==> src/hdl/fmec_defs.svh <==
// Constants for the flash mode and erase control block.
// Assumes a 128 kbyte array, byte wide, and a 4 kbyte RAM for the loader.
`ifndef FMEC_DEFS_SVH
`define FMEC_DEFS_SVH

`define FMEC_AW          17
`define FMEC_PAGE_BYTES  128
`define FMEC_PAGE_AW     7
`define FMEC_ERASED      8'hff
`define FMEC_NBLK        4'ha
`define FMEC_BLK_W       4
`define FMEC_RAM_AW      12

// Mode pin codes
`define FMEC_MD_PROGRAMMER 3'h0
`define FMEC_MD_BOOT       3'h3

// Last address of each erase block (1k x4, 8k x2, 16k, 28k, 32k x2)
`define FMEC_BLK0_LAST  17'h003ff
`define FMEC_BLK1_LAST  17'h007ff
`define FMEC_BLK2_LAST  17'h00bff
`define FMEC_BLK3_LAST  17'h00fff
`define FMEC_BLK4_LAST  17'h02fff
`define FMEC_BLK5_LAST  17'h04fff
`define FMEC_BLK6_LAST  17'h08fff
`define FMEC_BLK7_LAST  17'h0ffff
`define FMEC_BLK8_LAST  17'h17fff
`define FMEC_BLK9_LAST  17'h1ffff
`define FMEC_ARR_FIRST  17'h00000

// Serial loader
`define FMEC_CW          16
`define FMEC_SYNC_BITS   16'h0009
`define FMEC_ACK_BYTE    8'h00
`define FMEC_FRAME_BITS  4'h9

`endif

==> src/hdl/fmec_pkg.sv <==
// Types shared by the flash mode and erase control files.
// Assumes fmec_defs.svh is on the include path.
package fmec_pkg;
  typedef enum logic [1:0] {
    FMEC_USER, FMEC_BOOT, FMEC_USER_PROG, FMEC_PROGRAMMER
  } fmec_mode_t;
  typedef enum logic [1:0] {S_IDLE, S_ERASE, S_PROG} fmec_seq_t;
  typedef enum logic [2:0] {
    L_IDLE, L_SYNC, L_LEN_HI, L_LEN_LO, L_DATA, L_DONE
  } fmec_ldr_t;
  typedef enum logic [2:0] {
    B_WAIT, B_MEAS, B_ACK, B_IDLE, B_RX
  } fmec_baud_t;
endpackage

==> src/hdl/fmec_top.sv <==
// Top of the flash mode and erase control: strap capture, sequencer, loader.
// Assumes mode and protect pins are held through reset; single mclk domain.
`timescale 1ns/100ps
`default_nettype none
`include "fmec_defs.svh"
module fmec_top (
  // Clock and reset
  input  wire logic                        mclk,
  input  wire logic                        reset_n,
  // Mode straps and serial pins
  input  wire logic [2:0]                  md_pin,
  input  wire logic                        program_erase_protect_pin,
  input  wire logic                        rxd_pin,
  output logic                             txd_pin,
  // Mode status
  output fmec_pkg::fmec_mode_t             flash_mode,
  output logic                             loader_active,
  output logic                             boot_done,
  // Page buffer load
  input  wire logic                        pb_wr,
  input  wire logic [`FMEC_PAGE_AW-1:0]    pb_idx,
  input  wire logic [7:0]                  pb_data,
  // Program and erase requests
  input  wire logic                        prog_req,
  input  wire logic [`FMEC_AW-1:0]         prog_addr,
  input  wire logic                        erase_req,
  input  wire logic                        erase_all,
  input  wire logic [`FMEC_BLK_W-1:0]      erase_blk,
  output logic                             busy,
  output logic                             done,
  output logic                             refused,
  // Flash array write port
  output logic                             arr_wr,
  output logic [`FMEC_AW-1:0]              arr_addr,
  output logic [7:0]                       arr_wdata,
  // Loader RAM write port
  output logic                             ram_wr,
  output logic [`FMEC_RAM_AW-1:0]          ram_addr,
  output logic [7:0]                       ram_wdata
);
  import fmec_pkg::*;

  function automatic logic [`FMEC_AW-1:0] blk_last(
    input logic [`FMEC_BLK_W-1:0] b);
    unique case (b)
      4'h0:    blk_last = `FMEC_BLK0_LAST;
      4'h1:    blk_last = `FMEC_BLK1_LAST;
      4'h2:    blk_last = `FMEC_BLK2_LAST;
      4'h3:    blk_last = `FMEC_BLK3_LAST;
      4'h4:    blk_last = `FMEC_BLK4_LAST;
      4'h5:    blk_last = `FMEC_BLK5_LAST;
      4'h6:    blk_last = `FMEC_BLK6_LAST;
      4'h7:    blk_last = `FMEC_BLK7_LAST;
      4'h8:    blk_last = `FMEC_BLK8_LAST;
      default: blk_last = `FMEC_BLK9_LAST;
    endcase
  endfunction

  function automatic logic [`FMEC_AW-1:0] blk_first(
    input logic [`FMEC_BLK_W-1:0] b);
    if (b == 4'h0)
      blk_first = `FMEC_ARR_FIRST;
    else
      blk_first = blk_last(b - 4'h1) + 17'h00001;
  endfunction

  // Pin synchronisers
  logic [2:0]  md_s1, md_s2;
  logic        fwe_s1, fwe_s2, rx_s1, rx_s2;

  always_ff @(posedge mclk) begin
    md_s1  <= md_pin;
    md_s2  <= md_s1;
    fwe_s1 <= program_erase_protect_pin;
    fwe_s2 <= fwe_s1;
    rx_s1  <= rxd_pin;
    rx_s2  <= rx_s1;
  end

  // Strap capture and program/erase sequencer
  fmec_mode_t              mode_r, mode_nxt;
  logic                    strap_r, strap_nxt;
  fmec_seq_t               st_r, st_nxt;
  logic [`FMEC_AW-1:0]     addr_r, addr_nxt;
  logic [`FMEC_AW-1:0]     last_r, last_nxt;
  logic                    wr_r, wr_nxt;
  logic [7:0]              wd_r, wd_nxt;
  logic                    done_r, done_nxt;
  logic                    ref_r, ref_nxt;
  logic [7:0]              page_mem [`FMEC_PAGE_BYTES];
  logic                    pe_mode, may_prog, may_erase;

  assign flash_mode = mode_r;
  assign arr_wr     = wr_r;
  assign arr_addr   = addr_r;
  assign arr_wdata  = wd_r;
  assign done       = done_r;
  assign refused    = ref_r;
  assign busy       = (st_r != S_IDLE);

  assign pe_mode   = strap_r && fwe_s2 && mode_r != FMEC_USER;
  assign may_prog  = pe_mode && prog_addr[`FMEC_PAGE_AW-1:0] == 7'h00;
  assign may_erase = pe_mode && (erase_all || (mode_r != FMEC_BOOT
                     && erase_blk < `FMEC_NBLK));

  always_ff @(posedge mclk) begin
    if (pb_wr)
      page_mem[pb_idx] <= pb_data;
  end

  always_comb begin
    mode_nxt  = mode_r;
    strap_nxt = 1'b1;
    st_nxt    = st_r;
    addr_nxt  = addr_r;
    last_nxt  = last_r;
    wr_nxt    = 1'b0;
    wd_nxt    = wd_r;
    done_nxt  = 1'b0;
    ref_nxt   = 1'b0;
    // Mode fixed once, in the first cycle after reset release
    if (!strap_r) begin
      if (!fwe_s2)
        mode_nxt = FMEC_USER;
      else if (md_s2 == `FMEC_MD_PROGRAMMER)
        mode_nxt = FMEC_PROGRAMMER;
      else if (md_s2 == `FMEC_MD_BOOT)
        mode_nxt = FMEC_BOOT;
      else
        mode_nxt = FMEC_USER_PROG;
    end
    unique case (st_r)
      S_IDLE: begin
        if (erase_req) begin
          if (may_erase) begin
            st_nxt   = S_ERASE;
            addr_nxt = erase_all ? `FMEC_ARR_FIRST : blk_first(erase_blk);
            last_nxt = erase_all ? `FMEC_BLK9_LAST : blk_last(erase_blk);
          end else
            ref_nxt = 1'b1;
        end else if (prog_req) begin
          if (may_prog) begin
            st_nxt   = S_PROG;
            addr_nxt = prog_addr - 17'h00001;
            last_nxt = prog_addr + 17'h0007f;
          end else
            ref_nxt = 1'b1;
        end
      end
      S_ERASE: begin
        // One byte per cycle, whole block
        wr_nxt = 1'b1;
        wd_nxt = `FMEC_ERASED;
        if (wr_r)
          addr_nxt = addr_r + 17'h00001;
        if (wr_r && addr_r == last_r - 17'h00001) begin
          st_nxt = S_IDLE;
          done_nxt = 1'b1;
        end
      end
      S_PROG: begin
        wr_nxt   = 1'b1;
        addr_nxt = addr_r + 17'h00001;
        wd_nxt   = page_mem[addr_nxt[`FMEC_PAGE_AW-1:0]];
        if (addr_nxt == last_r) begin
          st_nxt   = S_IDLE;
          done_nxt = 1'b1;
        end
      end
      default: st_nxt = S_IDLE;
    endcase
  end

  always_ff @(posedge mclk) begin
    if (!reset_n) begin
      mode_r  <= FMEC_USER;
      strap_r <= 1'b0;
      st_r    <= S_IDLE;
      addr_r  <= `FMEC_ARR_FIRST;
      last_r  <= `FMEC_ARR_FIRST;
      wr_r    <= 1'b0;
      wd_r    <= `FMEC_ERASED;
      done_r  <= 1'b0;
      ref_r   <= 1'b0;
    end else begin
      mode_r  <= mode_nxt;
      strap_r <= strap_nxt;
      st_r    <= st_nxt;
      addr_r  <= addr_nxt;
      last_r  <= last_nxt;
      wr_r    <= wr_nxt;
      wd_r    <= wd_nxt;
      done_r  <= done_nxt;
      ref_r   <= ref_nxt;
    end
  end

  // Boot loader: length high, length low, then that many bytes to RAM
  fmec_ldr_t               ld_r, ld_nxt;
  logic [15:0]             len_r, len_nxt;
  logic [`FMEC_RAM_AW-1:0] ra_r, ra_nxt;
  logic                    rw_r, rw_nxt;
  logic [7:0]              rd_r, rd_nxt;
  logic                    b_lock, b_vld;
  logic [7:0]              b_data;

  assign loader_active = (ld_r != L_IDLE) && (ld_r != L_DONE);
  assign boot_done     = (ld_r == L_DONE);
  assign ram_wr        = rw_r;
  assign ram_addr      = ra_r;
  assign ram_wdata     = rd_r;

  fmec_baud u_baud (
    .mclk      (mclk),
    .reset_n   (reset_n),
    .enable    (loader_active),
    .rxd       (rx_s2),
    .txd       (txd_pin),
    .locked    (b_lock),
    .byte_vld  (b_vld),
    .byte_data (b_data)
  );

  always_comb begin
    ld_nxt  = ld_r;
    len_nxt = len_r;
    ra_nxt  = ra_r;
    rw_nxt  = 1'b0;
    rd_nxt  = rd_r;
    unique case (ld_r)
      L_IDLE:
        if (strap_r && mode_r == FMEC_BOOT)
          ld_nxt = L_SYNC;
      L_SYNC:
        if (b_lock)
          ld_nxt = L_LEN_HI;
      L_LEN_HI:
        if (b_vld) begin
          len_nxt = {b_data, 8'h00};
          ld_nxt  = L_LEN_LO;
        end
      L_LEN_LO:
        if (b_vld) begin
          len_nxt = {len_r[15:8], b_data};
          ld_nxt  = ({len_r[15:8], b_data} == 16'h0000) ? L_DONE : L_DATA;
        end
      L_DATA:
        if (b_vld) begin
          rw_nxt  = 1'b1;
          rd_nxt  = b_data;
          len_nxt = len_r - 16'h0001;
          if (len_r == 16'h0001)
            ld_nxt = L_DONE;
        end
      L_DONE: ld_nxt = L_DONE;
      default: ld_nxt = L_IDLE;
    endcase
    if (rw_r)
      ra_nxt = ra_r + 12'h001;
  end

  always_ff @(posedge mclk) begin
    if (!reset_n) begin
      ld_r  <= L_IDLE;
      len_r <= 16'h0000;
      ra_r  <= 12'h000;
      rw_r  <= 1'b0;
      rd_r  <= 8'h00;
    end else begin
      ld_r  <= ld_nxt;
      len_r <= len_nxt;
      ra_r  <= ra_nxt;
      rw_r  <= rw_nxt;
      rd_r  <= rd_nxt;
    end
  end

  // Checks
  logic [8:0] nwr_r;
  always_ff @(posedge mclk) begin
    if (!reset_n || st_r == S_IDLE)
      nwr_r <= 9'h000;
    else if (wr_r)
      nwr_r <= nwr_r + 9'h001;
  end

  prog_unit_a: assert property (@(posedge mclk) disable iff (!reset_n)
    st_r == S_PROG && st_nxt == S_IDLE |-> nwr_r == 9'h07e && wr_r)
    else $error("program unit is not 128 bytes");

  prog_align_a: assert property (@(posedge mclk) disable iff (!reset_n)
    st_r == S_IDLE && st_nxt == S_PROG |-> prog_addr[6:0] == 7'h00)
    else $error("program started on unaligned address");

  erase_ones_a: assert property (@(posedge mclk) disable iff (!reset_n)
    $past(st_r) == S_ERASE && wr_r |-> arr_wdata == 8'hff)
    else $error("erase wrote a value other than all ones");

  blk_bound_a: assert property (@(posedge mclk) disable iff (!reset_n)
    st_r == S_ERASE && wr_r |-> addr_r <= last_r)
    else $error("erase ran past its block");

  user_refuse_a: assert property (@(posedge mclk) disable iff (!reset_n)
    strap_r && mode_r == FMEC_USER && st_r == S_IDLE
    && (prog_req || erase_req) |=> refused ##1 !arr_wr)
    else $error("user mode accepted a program or erase");

  boot_noblk_a: assert property (@(posedge mclk) disable iff (!reset_n)
    mode_r == FMEC_BOOT && st_r == S_IDLE && erase_req && !erase_all
    |=> refused && st_r == S_IDLE)
    else $error("boot mode accepted a block erase");

  mode_hold_a: assert property (@(posedge mclk) disable iff (!reset_n)
    strap_r |=> $stable(flash_mode))
    else $error("mode changed after reset release");

  loader_go_a: assert property (@(posedge mclk) disable iff (!reset_n)
    strap_r && mode_r == FMEC_BOOT && ld_r == L_IDLE |=> loader_active)
    else $error("loader did not start in boot mode");

  pgmr_take_a: assert property (@(posedge mclk) disable iff (!reset_n)
    mode_r == FMEC_PROGRAMMER && fwe_s2 && st_r == S_IDLE && erase_req
    && erase_all |=> st_r == S_ERASE && !refused)
    else $error("programmer mode refused a total erase");

  idle_quiet_a: assert property (@(posedge mclk) disable iff (!reset_n)
    !pe_mode && st_r == S_IDLE |=> !arr_wr)
    else $error("array written outside a program-capable mode");

endmodule
`default_nettype wire

==> src/hdl/fmec_baud.sv <==
// Serial port of the boot loader: bit-rate measurement, byte receive, ack.
// Assumes rxd is already synchronised to mclk; host sends 8'h00 to sync.
`timescale 1ns/100ps
`default_nettype none
`include "fmec_defs.svh"
module fmec_baud (
  // Clock and reset
  input  wire logic               mclk,
  input  wire logic               reset_n,
  // Control
  input  wire logic               enable,
  // Serial lines
  input  wire logic               rxd,
  output logic                    txd,
  // Received bytes
  output logic                    locked,
  output logic                    byte_vld,
  output logic [7:0]              byte_data
);
  import fmec_pkg::*;

  fmec_baud_t       st_r, st_nxt;
  logic [15:0]      cnt_r, cnt_nxt;
  logic [15:0]      per_r, per_nxt;
  logic [3:0]       bit_r, bit_nxt;
  logic [9:0]       sh_r, sh_nxt;
  logic             lock_r, lock_nxt;
  logic             vld_r, vld_nxt;
  logic [7:0]       dat_r, dat_nxt;
  logic             txd_r, txd_nxt;
  logic             rx_q;

  assign locked    = lock_r;
  assign byte_vld  = vld_r;
  assign byte_data = dat_r;
  assign txd       = txd_r;

  always_comb begin
    st_nxt   = st_r;
    cnt_nxt  = cnt_r + 16'h0001;
    per_nxt  = per_r;
    bit_nxt  = bit_r;
    sh_nxt   = sh_r;
    lock_nxt = lock_r;
    vld_nxt  = 1'b0;
    dat_nxt  = dat_r;
    txd_nxt  = txd_r;
    unique case (st_r)
      B_WAIT: begin
        cnt_nxt = 16'h0001;
        if (enable && rx_q && !rxd)
          st_nxt = B_MEAS;
      end
      B_MEAS: begin
        // Start bit plus eight zero bits form one long low pulse
        if (rxd) begin
          per_nxt  = cnt_r / `FMEC_SYNC_BITS;
          lock_nxt = 1'b1;
          st_nxt   = B_ACK;
          cnt_nxt  = 16'h0000;
          bit_nxt  = 4'h0;
          sh_nxt   = {1'b1, `FMEC_ACK_BYTE, 1'b0};
        end
      end
      B_ACK: begin
        // Ack sent at the measured rate
        txd_nxt = sh_r[0];
        if (cnt_r >= per_r - 16'h0001) begin
          cnt_nxt = 16'h0000;
          sh_nxt  = {1'b1, sh_r[9:1]};
          bit_nxt = bit_r + 4'h1;
          if (bit_r == `FMEC_FRAME_BITS)
            st_nxt = B_IDLE;
        end
      end
      B_IDLE: begin
        txd_nxt = 1'b1;
        cnt_nxt = 16'h0000;
        bit_nxt = 4'h0;
        if (rx_q && !rxd)
          st_nxt = B_RX;
      end
      B_RX: begin
        // Sample each bit mid-period
        if (cnt_r == {1'b0, per_r[15:1]} + per_r * {12'h000, bit_r}) begin
          if (bit_r != 4'h0)
            dat_nxt = {rxd, dat_r[7:1]};
          bit_nxt = bit_r + 4'h1;
          if (bit_r == 4'h8) begin
            vld_nxt = 1'b1;
            st_nxt  = B_IDLE;
          end
        end
      end
      default: st_nxt = B_WAIT;
    endcase
  end

  always_ff @(posedge mclk) begin
    rx_q <= rxd;
    if (!reset_n) begin
      st_r   <= B_WAIT;
      cnt_r  <= 16'h0000;
      per_r  <= 16'h0000;
      bit_r  <= 4'h0;
      sh_r   <= 10'h3ff;
      lock_r <= 1'b0;
      vld_r  <= 1'b0;
      dat_r  <= 8'h00;
      txd_r  <= 1'b1;
    end else begin
      st_r   <= st_nxt;
      cnt_r  <= cnt_nxt;
      per_r  <= per_nxt;
      bit_r  <= bit_nxt;
      sh_r   <= sh_nxt;
      lock_r <= lock_nxt;
      vld_r  <= vld_nxt;
      dat_r  <= dat_nxt;
      txd_r  <= txd_nxt;
    end
  end

  rate_match_a: assert property (@(posedge mclk) disable iff (!reset_n)
    st_r == B_MEAS && rxd |=> locked && per_r == $past(cnt_r) / 16'h0009)
    else $error("measured bit period not taken");

endmodule
`default_nettype wire

==> config.mk <==
export PLATFORM = sky130hd
export DESIGN_NAME = fmec_top
export DESIGN_NICKNAME = d
export VERILOG_FILES = /design/src/hdl/fmec_pkg.sv /design/src/hdl/fmec_top.sv /design/src/hdl/fmec_baud.sv
export VERILOG_INCLUDE_DIRS = /design/src /design/src/hdl
export SDC_FILE = /design/constraint.sdc
export NUM_CORES = 2
export LEC_CHECK = 0
export BUFFER_PORTS_ARGS = -buffer_cell sky130_fd_sc_hd__buf_2
export CORE_UTILIZATION = 59
export DETAILED_ROUTE_END_ITERATION = 8
export HOLD_SLACK_MARGIN = 0.1
export PLACE_DENSITY = 0.8
export SYNTH_ARGS = -nofsm -noshare
export SYNTH_HDL_FRONTEND = slang
export SYNTH_HIERARCHICAL = 1
export SYNTH_SLANG_ARGS = --single-unit
==> constraint.sdc <==
create_clock -name mclk -period 10.8 [get_ports mclk]
set_input_delay 0.54 -clock mclk [delete_from_list [all_inputs] [get_ports mclk]]
set_output_delay 0.54 -clock mclk [all_outputs]
set_load 0.02 [all_outputs]
======== Word level (Yosys, flattened, before mapping) ========
Memories as Yosys holds them, arrays and structs flattened.
Cells that the tools add are included.
storage, ports and cells
  memories kept ........................... 3
  input bits .............................. 47
  RAM bits ................................ 1,024
  word-level logic and storage cells ...... 213
  bits in registers ....................... 161
  bits in read-only memories .............. 224
cells by class
  magnitude comparators ................... 2
  divide/modulo/power cells ............... 1
  $add $sub $neg .......................... 12
  bitwise logic cells ..................... 1
  muxes and demuxes ....................... 72
  eq/ne operators ......................... 41
  $mul .................................... 1
  reduce and logical (&&, ||, !) cells .... 49
memories
  memory           words  width  rd ports  clocked after Yosys merged registers in  write ports  line            source
  page_mem         128    8      1         0                                        1            fmec_top.sv:90  logic [7:0] page_mem [`FMEC_PAGE_BYTES];
  (no name shown)  16     7      1         0                                        0            fmec_top.sv:45  unique case (b)
  (no name shown)  16     7      1         0                                        0            fmec_top.sv:45
operators by type and width
  operator                 number
  $mux W17                 16
  $mux W16                 4
  $pmux W16 S4             1
  $pmux W17 S3             1
  $pmux W16 S3             1
  $mux W3                  13
  $add A17 B1 Y17 const B  2
  $eq A17 B17 Y1           2
  $sub A17 B1 Y17 const B  2
  $sub A16 B1 Y16 const B  2
  $ne A2 B1 Y1 const B     12
  $mux W10                 2
  $pmux W10 S2             1
  $mux W2                  9
  $pmux W3 S6              1
  $add A17 B7 Y17 const B  1
  $add A15 B16 Y16         1
  $add A16 B1 Y16 const B  1
  $div A16 B4 Y16 const B  1
  $eq A16 B1 Y1 const B    1
  $eq A16 B16 Y1           1
  $ge A16 B16 Y1           1
  $logic_not A16 Y1        1
  $mul A16 B4 Y16          1
  38 further kinds         101

======== Logic depth before layout (Yosys ltp) ========
  word-level depth ........................ 13
  mapped depth ............................ 27
  mapped depth without buffers ............ 27

======== Hierarchy ========
Netlist, hierarchy kept.
modules (own cells, without submodules)
  module     sequential area each (µm²)  cells an instance  times used  area each (µm²)
  fmec_top   32,751.4                    2,538              1           45,763.9
  fmec_baud  1,141.1                     833                1           6,729.0

======== Least setup slack after synthesis ========
Ideal clock, no wire load.
  path type ............................... register to register
  start ................................... register u_baud.bit_r[3]
  end ..................................... register u_baud.dat_r[0] (netlist: u_baud/byte_data[0])
  library setup time ...................... 0.128 ns
  setup slack ............................. 4.936 ns
  buffers on the path ..................... 1
  clock period less this slack ............ 5.864 ns
  required time ........................... 10.672 ns
  data arrival time ....................... 5.737 ns
  cell stages (with the launch flop) ...... 27
  cell sequence ........................... dfxtp_1 clkbuf_1 and2_1 fa_1 inv_1 fa_1 fa_1 inv_1 ha_1 nor2b_1 o21ai_0 a21boi_0 o21ai_0 a21oi_1 o21ai_0 nand2b_1 a21o_1 a21o_1 a21o_1 a21o_1 a21o_1 a21oi_1 xor2_1 nand4_1 a21oi_1 mux2i_1 nor2_1
on the way
  longest elaborated chain between the ends .. 4
  elaborated cells between the ends (all ways) .. 5
  classes of those cells .................. 1 x add/sub; 1 x mul; 1 x eq/ne; 2 x reduce/logical
ends and longest elaborated chain
  element                        line              source
  start: declaration             fmec_baud.sv:25   logic [3:0] bit_r, bit_nxt;
  start signal: assignment       fmec_baud.sv:115  bit_r <= bit_nxt;
  $mul A16 B4 Y16                fmec_baud.sv:85   if (cnt_r == {1'b0, per_r[15:1]} + per_r * {12'h000, bit_r}) begin
  $add A15 B16 Y16               fmec_baud.sv:85
  $eq A16 B16 Y1                 fmec_baud.sv:85
  $reduce_and A3 Y1 (no line) *  -
  end signal: assignment         fmec_baud.sv:119  dat_r <= dat_nxt;
  end: declaration               fmec_baud.sv:29   logic [7:0] dat_r, dat_nxt;
Mark *: on every way between the ends. The rest lies on a longest branch, timed or not.
A chain may end at the register's enable or synchronous reset.

======== Final worst setup path ========
  start ................................... register u_baud.cnt_r[13]
  end ..................................... register u_baud.per_r[0]
on the way
  longest elaborated chain between the ends .. 1
ends and longest elaborated chain
  element                    line              source
  start: declaration         fmec_baud.sv:23   logic [15:0] cnt_r, cnt_nxt;
  start signal: assignment   fmec_baud.sv:113  cnt_r <= cnt_nxt;
  $div A16 B4 Y16 (no line)  -
  end signal: assignment     fmec_baud.sv:114  per_r <= per_nxt;
  end: declaration           fmec_baud.sv:24   logic [15:0] per_r, per_nxt;
Every way passes these cells.

==> run metrics <==
Mapped Nets=~3500; largest net degree at the start of global routing=161; Mapped Cells=3371; status=finished clean; post-synthesis compound-gate area fraction=0.0576; mux share of post-synthesis cell area=0.144; highest-count cells in the layout ignoring fill and taps=edfxtp_1 (1024), mux4_2 (320), nor2_1 (304), nand2_1 (213), dfxtp_1 (156); Max Transition Viols Final=0; antenna-violating nets left=0; switching share of power=0.248; via count=approximately 32000; Clk pwr share=0.374; Post-Route WL=132000 µm; CTS H-tree lvls=3; DIE HEIGHT=300 µm; Reg power frac=0.501; fin nets=roughly 3600; Critical Path Sink Type=flip-flop; Reg clk slew, reported paths=about 0.060 ns; Pint=around 7.6 mW; RR Startpoint=u_baud/cnt_r[13]; clk_lat worst skew=0.72 ns; GRT Overall Usage=0.296; layout cells sized above 1=0.187; fin crit share=0.638; Setup Viol. Count Final=0; cell area after synthesis=0.0525 mm²; leakage power total=between 15 and 20 nW; ys async rst share=0; kind of critical path=flip-flop to flip-flop; simple-gate share of the synthesized area=0.0826; commonest non-fill, non-tap cell in the layout=edfxtp_1; Synth Flop Type=edfxtp_1; Post-route DRC=0; FF+latch count, synth=1181; Initial Utilization=0.595; CTS Sinks=1181; sequential area share after synthesis=0.646; critical path launch point type=flip-flop; Port Buf Inserts=about 100; Max IR drop VDD=241 µV; max-cap violations=0; GPL Wtd Cong=0.865; WL/cell=28.2 µm; antenna violations before repair=8; vias in the first global route=31000; Sequential cell area=0.0339 mm²; Post-synth EDFFs=1024; final instance area=a little under 0.06 mm²; Pwr per Cell Area=175 mW/mm²; total gr overflow=0; min cycle time layout=6.89 ns; DIE WIDTH=300 µm; Setup TNS=0 ns; Fin Clk Skew=0.0648 ns; critical path fanouts, max=26; syn avg cell area=roughly 16 µm²; XOR/XNOR Fraction of Synth Area=0.0231; TritonCTS clock tree=yes; area post-placement=0.0541 mm²; min-delay worst type=primary input to flip-flop; first-pass GRT wire length=198000 µm; endpoints failing hold=0; Critical Path AT=7.51 ns; core footprint=0.0882 mm²; Net Sw Power=2.50 mW; FILL cells=just under 6000; total CTS buffers=109; synth-to-layout area growth=9.75%; Slew headroom=0.169; DR pass1 iterations=6; Least-Margin Pin Slew=1.25 ns; Cell variety after synth=109; Post-DP HPWL=76800 µm; unrepaired setup endpoints after global routing=false; root buffer cell=clkbuf_16; Iteration-0 DRC Markers=4084; boundary pin count=between 100 and 150; adder-cell share of the synthesized area=0.0281; setup bufs post-CTS=0; worst path required time=about 11 ns; Multi-input gate area=approximately 0.018 mm²; FMAX=0.145 GHz; Ys Warns=6; crit path launch=u_baud/cnt_r[13]; Worst Hold Launch=prog_addr[0]; die area=0.0902 mm²; largest family of logic cells by synthesized area=multiplexers; Comb power frac=0.125; CTS max path bufs=3; Via density=6.72; row cnt=109
==> final timing paths <==
kind	endpoint	cells past startpoint	slack, ns
setup / recovery	u_baud/per_r[0]	21	3.91
hold / removal	last_r[0]	2	0.19
setup reg to reg	u_baud/per_r[0]	21	3.91
hold reg to reg	md_s2[2]	0	0.33
==> layout make-up <==
type | count | share of cell area
clock buffer | 139 | 0.0498
clock inverter | 62 | 0.00999
tap | 1165 | 0.0253
antenna | 1 | 0.0000434
sequential | 1181 | 0.588
inverter | 68 | 0.00443
multi-input combinational | 1936 | 0.306
timing repair buffer | 146 | 0.0156
==> layer usage <==
layer | part of all wire | routed length, µm | GRT usage
met1 | 0.37 | 49000 | 0.400
met3 | 0.10 | 13300 | 0.0578
met4 | 0.043 | 5730 | 0.121
met5 | 0.00054 | 72 | 0
met2 | 0.49 | 64500 | 0.478
==> power groups by stage <==
| stage | Sequential (mW) | Clock [mW] | Combinational (mW) |
|---|---|---|---|
| final | 5.05 | 3.77 | 1.26 |
| after CTS | 5.04 | 3.79 | 1.25 |
| after floorplan | 5.11 | 0 | 0.826 |
| after detailed placement | 5.14 | 0 | 1.22 |
| after global routing | 5.05 | 3.96 | 1.32 |
| after global placement | 5.14 | 0 | 1.19 |
==> kinds of logic (layout without fill, tap and decap cells) <==
logic type	after synthesis	count (layout)
muxes	354	354
and+or+nand+nor	905	905
DFF	1181	1181
AOI/OAI and AO/OA	441	441
buffers and inverters	254	415
adders and majority gates	99	99
other	0	1
xor gates and xnor gates	137	137
==> state kept, by name (all words and copies together) (netlist names), 2 cells and up <==
name,cells
arr_addr,17
arr_wdata,8
flash_mode,2
last_r,17
ld_r,3
len_r,16
md_s1,3
md_s2,3
page_mem,1024
ram_addr,12
ram_wdata,8
st_r,2
u_baud/bit_r,4
u_baud/byte_data,8
u_baud/cnt_r,16
u_baud/per_r,13
u_baud/sh_r,9
u_baud/st_r,3
==> what timing repair did <==
| item | in CTS | in global routing |
|---|---|---|
| endpoints found under the hold margin | 5 | 0 |
| hold buffers | 5 | 0 |
| gates resized for setup | 0 | 0 |
==> synth_stat cells, drive strengths merged, types with 60 or more instances <==
library cell | n | area, µm²
edfxtp | 1024 | 30700
clkbuf | 128 | 480
xnor2 | 96 | 841
nor3 | 60 | 310
nand2 | 214 | 806
o21ai | 102 | 510
nor2 | 304 | 1140
mux4 | 320 | 7210
nand3 | 87 | 445
ha | 66 | 826
inv | 64 | 240
dfxtp | 157 | 3140
and2 | 62 | 388
a21oi | 114 | 586
==> worst max-delay path: stages (launching register included) <==
cell	delay, ns
dfxtp_1	0.88
nand2b_1	0.34
a21oi_1	0.15
a2111oi_4	0.44
o211a_1	0.26
a211oi_2	0.14
o32ai_2	0.50
o211ai_1	0.19
a31oi_2	0.34
a31o_1	0.43
a21oi_2	0.11
o211ai_1	0.34
mux2_2	0.41
o21ai_0	0.37
a31o_2	0.28
and2_1	0.20
xor2_1	0.20
ha_1	0.21
xnor3_1	0.39
a31o_1	0.20
mux2_1	0.30
a31oi_1	0.16
==> stage by stage <==
step | cells | utilization | power, mW | hold slack (ns) | worst slack (ns)
detailed placement | 4491 | 0.613 | 6.36 | 0.313 | 4.04
finish | 4698 | 0.653 | 10.1 | 0.186 | 3.91
global route | 4697 | 0.653 | 10.3 | 0.187 | 3.46
global placement | 4491 | 0.613 | 6.33 | 0.312 | 4.16
CTS | 4697 | 0.653 | 10.1 | 0.156 | 4.05
floorplan | 3371 | - | 5.94 | 0.310 | 4.94
Note: power is estimated with default switching activity, not from simulation.
